`src/inc/fec_select_pkg.sv`:
```
package fec_select_pkg;

    // bus map (byte addresses)
    localparam logic [7:0]  ADDR_MODE      = 8'h00;
    localparam logic [7:0]  ADDR_LDPC      = 8'h04;
    localparam logic [7:0]  ADDR_LEGACY    = 8'h08;
    localparam logic [7:0]  ADDR_DEPTH     = 8'h0C;
    localparam logic [7:0]  ADDR_STATUS    = 8'h10;

    // waveform mode codes
    localparam logic [3:0]  MODE_PCMFM     = 4'h0;
    localparam logic [3:0]  MODE_SOQPSK    = 4'h1;
    localparam logic [3:0]  MODE_SOQ_LDPC  = 4'h2;
    localparam logic [3:0]  MODE_STC_LDPC  = 4'h3;
    localparam logic [3:0]  MODE_BPSK      = 4'h4;
    localparam logic [3:0]  MODE_QPSK      = 4'h5;
    localparam logic [3:0]  MODE_OQPSK     = 4'h6;
    localparam logic [3:0]  MODE_UQPSK     = 4'h7;
    localparam logic [3:0]  MODE_ASYMMETRIC_QUADRATURE_PSK     = 4'h8;
    localparam logic [3:0]  MODE_ASYMMETRIC_UNBALANCED_QUADRATURE_PSK    = 4'h9;

    // ldpc register fields
    localparam int          LDPC_RATE_LSB  = 0;   // 2 bits: 0=1/2 1=2/3 2=4/5
    localparam int          LDPC_SIZE_BIT  = 2;   // 0=k4096 1=k1024
    localparam int          LDPC_DRND_LSB  = 4;   // 2 bits: 0=none 1=range 2=space
    localparam logic [1:0]  RATE_1_2       = 2'h0;
    localparam logic [1:0]  RATE_2_3       = 2'h1;
    localparam logic [1:0]  RATE_4_5       = 2'h2;
    localparam logic [1:0]  DRND_NONE      = 2'h0;
    localparam logic [1:0]  DRND_RANGE     = 2'h1;
    localparam logic [1:0]  DRND_SPACE     = 2'h2;
    localparam logic [12:0] K_LARGE        = 13'h1000;
    localparam logic [12:0] K_SMALL        = 13'h0400;

    // legacy register fields
    localparam int          VIT_EN_BIT     = 0;
    localparam int          RS_EN_BIT      = 1;
    localparam int          CSYM_BIT       = 2;

    // fixed legacy code figures
    localparam logic [3:0]  CONV_K         = 4'h7;
    localparam logic [7:0]  RS_N           = 8'hFF;
    localparam logic [7:0]  RS_K           = 8'hDF;
    localparam logic [3:0]  DEPTH_MIN      = 4'h1;
    localparam logic [3:0]  DEPTH_MAX      = 4'h8;

    // status fields
    localparam int          ST_LDPC_BIT    = 0;
    localparam int          ST_VIT_BIT     = 1;
    localparam int          ST_RS_BIT      = 2;
    localparam int          ST_JOINT_BIT   = 3;
    localparam int          ST_DUAL_BIT    = 4;
    localparam int          ST_BPASS_BIT   = 5;
    localparam int          ST_ERR_BIT     = 6;

endpackage

```
`src/hdl/telemetry_fec_decode_select.sv`:
```
// Added by the designer: the APB interface to the registers and the placing of the registers.
`timescale 1ns/10ps
// Function
// two ldpc block sizes, 4096 and 1024
// three ldpc rates, 1/2 2/3 4/5
// ldpc only in the two ldpc modes
// decode with configured size and rate pair
// derandomizer none/range/space, ldpc modes only
// transmitter randomization must match derandomizer
// afc off recommended with ldpc
// ldpc code setting visible only in ldpc modes
// viterbi is k7 rate one half
// viterbi needs option and legacy psk mode
// viterbi and rs enable independently
// symbol off: separate i and q decoders; in bpsk mode only the i decoder is enabled
// symbol on: i=g1, q=g2, joint decoder
// rs works on 8-bit symbols
// rs code is (255,223)
// rs needs option and legacy psk mode
// single rs; asymmetric b stream bypasses
// rs is outer code after viterbi
// deinterleave n blocks per depth setting
// depth accepts one through eight
// bad depth rejected, old value kept
// unavailable decoder is bypassed
module telemetry_fec_decode_select (
    // clock and reset
    input  wire logic        sys_clk,
    input  wire logic        sys_rst,
    // apb slave
    input  wire logic        psel,
    input  wire logic        penable,
    input  wire logic        pwrite,
    input  wire logic [7:0]  paddr,
    input  wire logic [31:0] pwdata,
    output logic [31:0]      prdata,
    output logic             pready,
    output logic             pslverr,
    // option strap
    input  wire logic        convolutional_decoding_option,
    // routing and configuration to the decoder cores
    output logic             ldpc_en,
    output logic [12:0]      ldpc_k,
    output logic [1:0]       ldpc_rate,
    output logic [1:0]       derand_sel,
    output logic             ldpc_menu_visible,
    output logic             vit_i_en,
    output logic             vit_q_en,
    output logic             vit_joint,
    output logic             rs_en,
    output logic             rs_b_bypass,
    output logic [3:0]       rs_depth,
    output logic             legacy_menu_visible,
    output logic             path_bypass
);

    // strap is static but off-chip, so it is synchronised
    logic        opt_meta_ff;
    logic        opt_sync_ff;

    logic [3:0]  mode_ff;
    logic        ldpc_size_ff;
    logic [1:0]  ldpc_rate_ff;
    logic [1:0]  ldpc_drnd_ff;
    logic        vit_en_ff;
    logic        rs_en_ff;
    logic        csym_ff;
    logic [3:0]  depth_ff;
    logic        depth_err_ff;
    logic [31:0] prdata_ff;
    logic        pready_ff;
    logic        pslverr_ff;

    logic        ldpc_en_ff;
    logic [12:0] ldpc_k_ff;
    logic [1:0]  ldpc_rate_o_ff;
    logic [1:0]  derand_ff;
    logic        vit_i_ff;
    logic        vit_q_ff;
    logic        vit_joint_ff;
    logic        rs_en_o_ff;
    logic        rs_b_ff;
    logic [3:0]  rs_depth_ff;
    logic        legacy_vis_ff;
    logic        bypass_ff;

    function automatic logic is_legacy(input logic [3:0] m);
        is_legacy = (m == fec_select_pkg::MODE_BPSK)  || (m == fec_select_pkg::MODE_QPSK)  ||
                    (m == fec_select_pkg::MODE_OQPSK) || (m == fec_select_pkg::MODE_UQPSK) ||
                    (m == fec_select_pkg::MODE_ASYMMETRIC_QUADRATURE_PSK) || (m == fec_select_pkg::MODE_ASYMMETRIC_UNBALANCED_QUADRATURE_PSK);
    endfunction

    function automatic logic is_ldpc(input logic [3:0] m);
        is_ldpc = (m == fec_select_pkg::MODE_SOQ_LDPC) || (m == fec_select_pkg::MODE_STC_LDPC);
    endfunction

    // decode
    wire         acc         = psel && penable;
    wire         wr          = acc && pwrite;
    wire         hit_mode    = (paddr == fec_select_pkg::ADDR_MODE);
    wire         hit_ldpc    = (paddr == fec_select_pkg::ADDR_LDPC);
    wire         hit_legacy  = (paddr == fec_select_pkg::ADDR_LEGACY);
    wire         hit_depth   = (paddr == fec_select_pkg::ADDR_DEPTH);
    wire         hit_status  = (paddr == fec_select_pkg::ADDR_STATUS);
    wire         hit_any     = hit_mode || hit_ldpc || hit_legacy || hit_depth || hit_status;
    wire [3:0]   wr_depth    = pwdata[3:0];
    wire         depth_ok    = (pwdata[31:4] == 28'h0000000) &&
                               (wr_depth >= fec_select_pkg::DEPTH_MIN) &&
                               (wr_depth <= fec_select_pkg::DEPTH_MAX);
    wire [1:0]   wr_rate     = pwdata[fec_select_pkg::LDPC_RATE_LSB +: 2];
    wire [1:0]   wr_drnd     = pwdata[fec_select_pkg::LDPC_DRND_LSB +: 2];
    // code 3 is not a rate or derandomizer; keep old value
    wire         rate_ok     = (wr_rate != 2'h3);
    wire         drnd_ok     = (wr_drnd != 2'h3);

    // mode qualification
    wire         ldpc_mode   = is_ldpc(mode_ff);
    wire         legacy_ok   = opt_sync_ff && is_legacy(mode_ff);
    wire         asym_mode   = (mode_ff == fec_select_pkg::MODE_ASYMMETRIC_QUADRATURE_PSK) ||
                               (mode_ff == fec_select_pkg::MODE_ASYMMETRIC_UNBALANCED_QUADRATURE_PSK);
    wire         vit_act     = legacy_ok && vit_en_ff;
    wire         rs_act      = legacy_ok && rs_en_ff;
    wire         bpsk_mode   = (mode_ff == fec_select_pkg::MODE_BPSK);

    wire         nxt_ldpc_en = ldpc_mode;
    wire [12:0]  nxt_k       = ldpc_size_ff ? fec_select_pkg::K_SMALL
                                            : fec_select_pkg::K_LARGE;
    wire [1:0]   nxt_drnd    = ldpc_mode ? ldpc_drnd_ff : fec_select_pkg::DRND_NONE;
    wire         nxt_joint   = vit_act && csym_ff;
    wire         nxt_vit_i   = vit_act;
    // bpsk has no q stream to decode separately
    wire         nxt_vit_q   = vit_act && !csym_ff && !bpsk_mode;
    wire         nxt_rs_b    = rs_act && asym_mode;
    wire         nxt_bypass  = !ldpc_mode && !vit_act && !rs_act;

    wire [31:0]  status_word = {25'h0000000, depth_err_ff, nxt_bypass, nxt_vit_q,
                                nxt_joint, rs_act, vit_act, ldpc_mode};
    wire [31:0]  nxt_prdata  = hit_mode   ? {28'h0000000, mode_ff} :
                               hit_ldpc   ? {26'h0000000, ldpc_drnd_ff, 1'b0, ldpc_size_ff,
                                             ldpc_rate_ff} :
                               hit_legacy ? {29'h00000000, csym_ff, rs_en_ff, vit_en_ff} :
                               hit_depth  ? {28'h0000000, depth_ff} :
                               hit_status ? status_word : 32'h00000000;

    always_ff @(posedge sys_clk) begin
        opt_meta_ff <= sys_rst ? 1'b0 : convolutional_decoding_option;
        opt_sync_ff <= sys_rst ? 1'b0 : opt_meta_ff;
    end

    // zero-wait apb: pready follows the setup cycle by one edge
    always_ff @(posedge sys_clk) begin
        if (sys_rst) begin
            pready_ff  <= 1'b0;
            pslverr_ff <= 1'b0;
            prdata_ff  <= 32'h00000000;
        end else begin
            pready_ff  <= psel && !penable;
            pslverr_ff <= psel && !penable && !hit_any;
            prdata_ff  <= (psel && !penable && !pwrite) ? nxt_prdata : 32'h00000000;
        end
    end

    // stored enables survive a mode change; only the outputs are gated
    always_ff @(posedge sys_clk) begin
        if (sys_rst) begin
            mode_ff <= fec_select_pkg::MODE_PCMFM;
        end else if (wr && hit_mode) begin
            mode_ff <= pwdata[3:0];
        end
    end

    always_ff @(posedge sys_clk) begin
        if (sys_rst) begin
            ldpc_size_ff <= 1'b0;
            ldpc_rate_ff <= fec_select_pkg::RATE_1_2;
            ldpc_drnd_ff <= fec_select_pkg::DRND_NONE;
        end else if (wr && hit_ldpc) begin
            ldpc_size_ff <= pwdata[fec_select_pkg::LDPC_SIZE_BIT];
            ldpc_rate_ff <= rate_ok ? wr_rate : ldpc_rate_ff;
            ldpc_drnd_ff <= drnd_ok ? wr_drnd : ldpc_drnd_ff;
        end
    end

    always_ff @(posedge sys_clk) begin
        if (sys_rst) begin
            vit_en_ff <= 1'b0;
            rs_en_ff  <= 1'b0;
            csym_ff   <= 1'b0;
        end else if (wr && hit_legacy) begin
            vit_en_ff <= pwdata[fec_select_pkg::VIT_EN_BIT];
            rs_en_ff  <= pwdata[fec_select_pkg::RS_EN_BIT];
            csym_ff   <= pwdata[fec_select_pkg::CSYM_BIT];
        end
    end

    // the error flag clears on the next accepted depth
    always_ff @(posedge sys_clk) begin
        if (sys_rst) begin
            depth_ff     <= fec_select_pkg::DEPTH_MIN;
            depth_err_ff <= 1'b0;
        end else if (wr && hit_depth) begin
            depth_ff     <= depth_ok ? wr_depth : depth_ff;
            depth_err_ff <= !depth_ok;
        end
    end

    always_ff @(posedge sys_clk) begin
        if (sys_rst) begin
            ldpc_en_ff     <= 1'b0;
            ldpc_k_ff      <= fec_select_pkg::K_LARGE;
            ldpc_rate_o_ff <= fec_select_pkg::RATE_1_2;
            derand_ff      <= fec_select_pkg::DRND_NONE;
        end else begin
            ldpc_en_ff     <= nxt_ldpc_en;
            ldpc_k_ff      <= nxt_k;
            ldpc_rate_o_ff <= ldpc_rate_ff;
            derand_ff      <= nxt_drnd;
        end
    end

    always_ff @(posedge sys_clk) begin
        if (sys_rst) begin
            vit_i_ff     <= 1'b0;
            vit_q_ff     <= 1'b0;
            vit_joint_ff <= 1'b0;
        end else begin
            vit_i_ff     <= nxt_vit_i;
            vit_q_ff     <= nxt_vit_q;
            vit_joint_ff <= nxt_joint;
        end
    end

    always_ff @(posedge sys_clk) begin
        if (sys_rst) begin
            rs_en_o_ff    <= 1'b0;
            rs_b_ff       <= 1'b0;
            rs_depth_ff   <= fec_select_pkg::DEPTH_MIN;
            legacy_vis_ff <= 1'b0;
            bypass_ff     <= 1'b1;
        end else begin
            rs_en_o_ff    <= rs_act;
            rs_b_ff       <= nxt_rs_b;
            rs_depth_ff   <= depth_ff;
            legacy_vis_ff <= legacy_ok;
            bypass_ff     <= nxt_bypass;
        end
    end

    assign prdata              = prdata_ff;
    assign pready              = pready_ff;
    assign pslverr             = pslverr_ff;
    assign ldpc_en             = ldpc_en_ff;
    assign ldpc_k              = ldpc_k_ff;
    assign ldpc_rate           = ldpc_rate_o_ff;
    assign derand_sel          = derand_ff;
    assign ldpc_menu_visible   = ldpc_en_ff;
    assign vit_i_en            = vit_i_ff;
    assign vit_q_en            = vit_q_ff;
    assign vit_joint           = vit_joint_ff;
    assign rs_en               = rs_en_o_ff;
    assign rs_b_bypass         = rs_b_ff;
    assign rs_depth            = rs_depth_ff;
    assign legacy_menu_visible = legacy_vis_ff;
    assign path_bypass         = bypass_ff;

    // checks
    AST_LDPC_MODE: assert property (@(posedge sys_clk) disable iff (sys_rst)
        ldpc_en |-> is_ldpc($past(mode_ff)))
        else $error("ldpc enabled outside ldpc mode");
    AST_LDPC_VIS: assert property (@(posedge sys_clk) disable iff (sys_rst)
        ldpc_menu_visible == ldpc_en)
        else $error("ldpc menu visibility wrong");
    AST_K_SIZE: assert property (@(posedge sys_clk) disable iff (sys_rst)
        (ldpc_k == fec_select_pkg::K_LARGE) || (ldpc_k == fec_select_pkg::K_SMALL))
        else $error("bad ldpc block size");
    AST_RATE_OK: assert property (@(posedge sys_clk) disable iff (sys_rst)
        ldpc_rate != 2'h3)
        else $error("bad ldpc rate");
    AST_DRND_OFF: assert property (@(posedge sys_clk) disable iff (sys_rst)
        !ldpc_en |-> derand_sel == fec_select_pkg::DRND_NONE)
        else $error("derandomizer active outside ldpc");
    AST_VIT_AVAIL: assert property (@(posedge sys_clk) disable iff (sys_rst)
        vit_i_en |-> legacy_menu_visible)
        else $error("viterbi on without option or legacy mode");
    AST_RS_AVAIL: assert property (@(posedge sys_clk) disable iff (sys_rst)
        rs_en |-> legacy_menu_visible)
        else $error("rs on without option or legacy mode");
    AST_JOINT_EXCL: assert property (@(posedge sys_clk) disable iff (sys_rst)
        vit_joint |-> vit_i_en && !vit_q_en)
        else $error("joint decode with separate q decoder");
    AST_RS_B: assert property (@(posedge sys_clk) disable iff (sys_rst)
        rs_b_bypass |-> rs_en)
        else $error("b bypass without rs");
    AST_DEPTH_RANGE: assert property (@(posedge sys_clk) disable iff (sys_rst)
        (rs_depth >= fec_select_pkg::DEPTH_MIN) && (rs_depth <= fec_select_pkg::DEPTH_MAX))
        else $error("depth out of range");
    AST_DEPTH_KEEP: assert property (@(posedge sys_clk) disable iff (sys_rst)
        (wr && hit_depth && !depth_ok) |=> depth_ff == $past(depth_ff))
        else $error("bad depth not rejected");
    AST_BYPASS: assert property (@(posedge sys_clk) disable iff (sys_rst)
        path_bypass |-> !ldpc_en && !vit_i_en && !rs_en)
        else $error("bypass with decoder on");

    // follow-through: each output trails its stored setting by one edge
    AST_RATE_FOLLOW: assert property (@(posedge sys_clk) disable iff (sys_rst)
        ldpc_rate == $past(ldpc_rate_ff))
        else $error("ldpc rate not applied");

    AST_K_FOLLOW: assert property (@(posedge sys_clk) disable iff (sys_rst)
        (ldpc_k == fec_select_pkg::K_SMALL) == $past(ldpc_size_ff))
        else $error("ldpc block size not applied");

    AST_DRND_FOLLOW: assert property (@(posedge sys_clk) disable iff (sys_rst)
        ldpc_en |-> derand_sel == $past(ldpc_drnd_ff))
        else $error("derandomizer not applied");

    AST_LDPC_ALONE: assert property (@(posedge sys_clk) disable iff (sys_rst)
        ldpc_en |-> !legacy_menu_visible && !vit_i_en && !rs_en)
        else $error("ldpc together with legacy decoding");

    AST_VIT_FOLLOW: assert property (@(posedge sys_clk) disable iff (sys_rst)
        vit_i_en == $past(vit_act))
        else $error("viterbi enable not applied");

    AST_RS_FOLLOW: assert property (@(posedge sys_clk) disable iff (sys_rst)
        rs_en == $past(rs_act))
        else $error("rs enable not applied");

    AST_JOINT_FOLLOW: assert property (@(posedge sys_clk) disable iff (sys_rst)
        vit_joint == $past(vit_act && csym_ff))
        else $error("joint decode setting not applied");

    AST_SEP_Q: assert property (@(posedge sys_clk) disable iff (sys_rst)
        vit_q_en |-> vit_i_en && !vit_joint)
        else $error("q decoder without separate i decoder");

    AST_VIS_OPT: assert property (@(posedge sys_clk) disable iff (sys_rst)
        legacy_menu_visible |-> $past(opt_sync_ff))
        else $error("legacy controls shown without option");

    AST_RS_B_ASYM: assert property (@(posedge sys_clk) disable iff (sys_rst)
        rs_b_bypass == $past(rs_act && asym_mode))
        else $error("b stream bypass wrong");

    AST_DEPTH_FOLLOW: assert property (@(posedge sys_clk) disable iff (sys_rst)
        rs_depth == $past(depth_ff))
        else $error("interleave depth not applied");

    AST_DEPTH_TAKE: assert property (@(posedge sys_clk) disable iff (sys_rst)
        (wr && hit_depth && depth_ok) |=> depth_ff == $past(wr_depth))
        else $error("valid depth not taken");

    AST_RATE_KEEP: assert property (@(posedge sys_clk) disable iff (sys_rst)
        (wr && hit_ldpc && !rate_ok) |=> ldpc_rate_ff == $past(ldpc_rate_ff))
        else $error("bad rate code not rejected");

    AST_DRND_KEEP: assert property (@(posedge sys_clk) disable iff (sys_rst)
        (wr && hit_ldpc && !drnd_ok) |=> ldpc_drnd_ff == $past(ldpc_drnd_ff))
        else $error("bad derandomizer code not rejected");

    AST_ROUTE_ANY: assert property (@(posedge sys_clk) disable iff (sys_rst)
        !path_bypass |-> ldpc_en || vit_i_en || rs_en)
        else $error("no bypass and no decoder");

    AST_PREADY_PULSE: assert property (@(posedge sys_clk) disable iff (sys_rst)
        pready |=> !pready)
        else $error("pready held past one cycle");

    COV_LDPC: cover property (@(posedge sys_clk) ldpc_en && ldpc_k == fec_select_pkg::K_SMALL);
    COV_JOINT: cover property (@(posedge sys_clk) vit_joint && rs_en);
    COV_ASYM: cover property (@(posedge sys_clk) rs_b_bypass);
    COV_DEPTH: cover property (@(posedge sys_clk) wr && hit_depth && !depth_ok);
    COV_SEPARATE: cover property (@(posedge sys_clk) vit_i_en && vit_q_en && rs_b_bypass);

endmodule

```
`config.mk`:
```
export PLATFORM = sky130hd
export DESIGN_NAME = telemetry_fec_decode_select
export DESIGN_NICKNAME = d
export VERILOG_FILES = /design/src/inc/fec_select_pkg.sv /design/src/hdl/telemetry_fec_decode_select.sv
export SDC_FILE = /design/constraint.sdc
export NUM_CORES = 1
export LEC_CHECK = 0
export BUFFER_PORTS_ARGS = -buffer_cell sky130_fd_sc_hd__buf_2
export CAP_MARGIN = 20
export CORE_ASPECT_RATIO = 2
export CORE_MARGIN = 1
export CORE_UTILIZATION = 45
export DETAILED_ROUTE_END_ITERATION = 8
export GPL_TIMING_DRIVEN = 0
export HOLD_SLACK_MARGIN = 0.03
export PLACE_DENSITY = 0.87
export REMOVE_ABC_BUFFERS = 1
export SLEW_MARGIN = 20
export SYNTH_ARGS = -nofsm -noshare
export SYNTH_HDL_FRONTEND = slang
export SYNTH_SLANG_ARGS = --single-unit
```
`constraint.sdc`:
```
create_clock -name sys_clk -period 2.6 [get_ports sys_clk]
set_input_delay 0.78 -clock sys_clk [delete_from_list [all_inputs] [get_ports sys_clk]]
set_output_delay 0.78 -clock sys_clk [all_outputs]
set_load 0.05 [all_outputs]
```
==> impl_metrics.ini <==
[flow_run]
max_cap_viol_count = 0

[cells_and_area]
most-common-layout-cells = 73 x buf_2, 46 x dfxtp_1, 36 x conb_1
nets = 347
multiInputGateArea_um2 = 968
area_growth_pct = 16.1
ff_latch_area_um2 = 921
final_util_pct = 55.1
num-fill-cells = 430
n_antenna_cell = 0
drive_gt1_share_pct = 29.5
mostFrequentLayoutCell = buf_2

[logic_synthesis]
syn_area_per_cell_um2 = 9.09
synthCells = 231
synth_flop_cell = dfxtp_1
syn_area_um2 = 2100
async_flop_share_pct = 0
ys_ff_latch = 46
synth_edf_count = 0
synth_cell_types = 42
yosysWarnings = 0
seq_area_frac_synth_pct = 43.8

[detailed_routing]
firstDrtPassIters = 6
drt_iter0_drc = 26
wl_per_cell_um = 13.0
wl_um = 4640
antenna_left = 0
drcViolationCount = 0
viasPerCell = 5.09
vias = 1811

[floorplanning]
core_area_um2 = 4420
dieHeight_um = 98.6
dieWidth_um = 50.3
dieArea_um2 = 4960
initial_core_util_pct = 47.5
ios = 110
row_count = 34

[clock_network]
cts_tree = done
cts_sinks = 46
post_cts_resize_count = 0
numCtsBuffers = 5
path_clk_slew_ns = 0.08
root_buffer = clkbuf_8
ctsLongestPathBuffers = 2
cts_hold_buffers = 0
h-tree-depth = 2
cts_setup_buffers = 0
worstSkewPairLatency_ns = 0.30

[timing]
clock.fmax_mhz = 410
worst_slew_pin_slew_ns = 0.564
hold_violations = 0
drv_slew = 0
rsz0062_at_grt = false
finalWorstSetupSlack_ns = 0.162
slew_headroom_pct = 62.0
period_minus_slack_ns = 2.44
timing.final.crit_share_pct = 93.8
skew_ns = 0.00619
setup_viol = 0

[critical_path]
crit_path_end_kind = register
crit_type = in2reg
rr_startpoint = mode_ff[3]
critPathMaxFanout = 7
reg2reg_slack_ns = 1.09
reg2regPathDepth = 5
worstPathRequired_ns = 2.79
r2r-end = prdata[3]
start_kind = primary input
cp.arrival_ns = 2.63

[grt]
overflow = 0
grt_pass1_vias = 1654
antenna_found_initial = 0
grt_use_total_pct = 19.1
grt_pass1_wl_um = 7130
grt_max_degree = 26

[placement]
gp_congestion = 0.898
place_hpwl_um = 3740
pre_cts_slack_ns = -0.226
portBuffers = 73

[hold_path]
hold_end = opt_sync_ff
whs_path_depth = 1
min_from = opt_meta_ff
hp-class = reg2reg

[power_and_ir_drop]
cellPowerDensity_nw_per_um2 = 545
p_leak_nw = 1.19
vdd_drop_max_uv = 366

[status]
status = finished, final reports clean
worst max path at each step:
stage                         start  depth (start not counted)     endpoint  slack (ns)
after floorplan            paddr[7]                          5  depth_ff[1]        0.21
after global placement    pwdata[5]                          5  depth_ff[1]       -0.21
after detailed placement  pwdata[5]                          5  depth_ff[2]       -0.23
after CTS                 pwdata[5]                          5  depth_ff[2]        0.09
after global routing      pwdata[5]                          5  depth_ff[2]        0.07
final                      paddr[7]                          6  depth_ff[2]        0.16
cells by family after synthesis:
logic type	share of synthesized area [%]
AO/OA/AOI/OAI	9.53
XOR/XNOR	0.417
buffers and inverters	16.3
flip-flops	43.8
multiplexers	6.67
other	0.179
AND/OR/NAND/NOR	23.1
synth_stat cells, types with 2 or more instances:
library cell / count / area share, %
and3_1: 6 / 1.8
inv_1: 7 / 1.3
nand4_1: 3 / 0.89
nand2_1: 10 / 1.8
a31oi_1: 2 / 0.60
mux2_4: 2 / 1.4
a21oi_1: 6 / 1.4
dfxtp_1: 46 / 44
nor4_1: 8 / 2.4
buf_4: 37 / 13
a221oi_1: 2 / 0.83
o21ai_0: 6 / 1.4
nor2_1: 26 / 4.6
clkbuf_1: 6 / 1.1
nor2b_1: 10 / 3.0
and2_1: 7 / 2.1
a211oi_1: 3 / 1.1
nand3_1: 5 / 1.2
mux2i_1: 11 / 5.2
nor3_1: 6 / 1.4
layout make-up:
type / count / area share, %
Clock inverter: 3 / 0.872
Sequential cell: 46 / 37.8
Timing Repair Buffer: 73 / 15.0
Clock buffer: 5 / 2.82
Multi-Input combinational cell: 168 / 39.7
Inverter: 7 / 1.08
Tap cell: 54 / 2.77
per-stage QoR:
stage / setup TNS (ns) / hold slack, ns / cell area [um2] / power, W / std cells
2_1_floorplan: 0 / 0.390 / 1920 / 0.000862 / 221
3_3_place_gp: -0.447 / 0.426 / 2350 / 0.000917 / 348
3_5_place_dp: -0.500 / 0.430 / 2350 / 0.000919 / 348
4_1_cts: 0 / 0.444 / 2440 / 0.00134 / 356
5_1_grt: 0 / 0.453 / 2440 / 0.00137 / 356
6_report: 0 / 0.445 / 2440 / 0.00133 / 356
critical path: stages:
cell	delay, ns
buf_2	0.12
nor4_4	0.36
and2_1	0.38
nand3_2	0.12
or4b_4	0.54
mux2_4	0.32
sequential cells by signal (all words and copies together) (netlist names), 2 cells and up:
register      count
depth_ff          4
derand_sel        2
ldpc_drnd_ff      2
ldpc_k            2
ldpc_rate         2
ldpc_rate_ff      2
mode_ff           4
prdata            7
rs_depth          4
metal layers:
layer	wire, um	GRT usage, %
met4	194	12.6
met1	1470	15.2
met2	2710	38.7
met5	0	0
met3	264	3.40
report_power, final:
group / leakage (nW) / total, W / internal (W) / switching (W)
Sequential: 0.371 / 0.000708 / 0.000706 / 0.00000137
Combinational: 0.777 / 0.000196 / 0.0000358 / 0.000160
Clock: 0.0441 / 0.000425 / 0.000189 / 0.000236
Total: 1.19 / 0.00133 / 0.000931 / 0.000398
No activity file was read; power rests on OpenSTA's default activity.
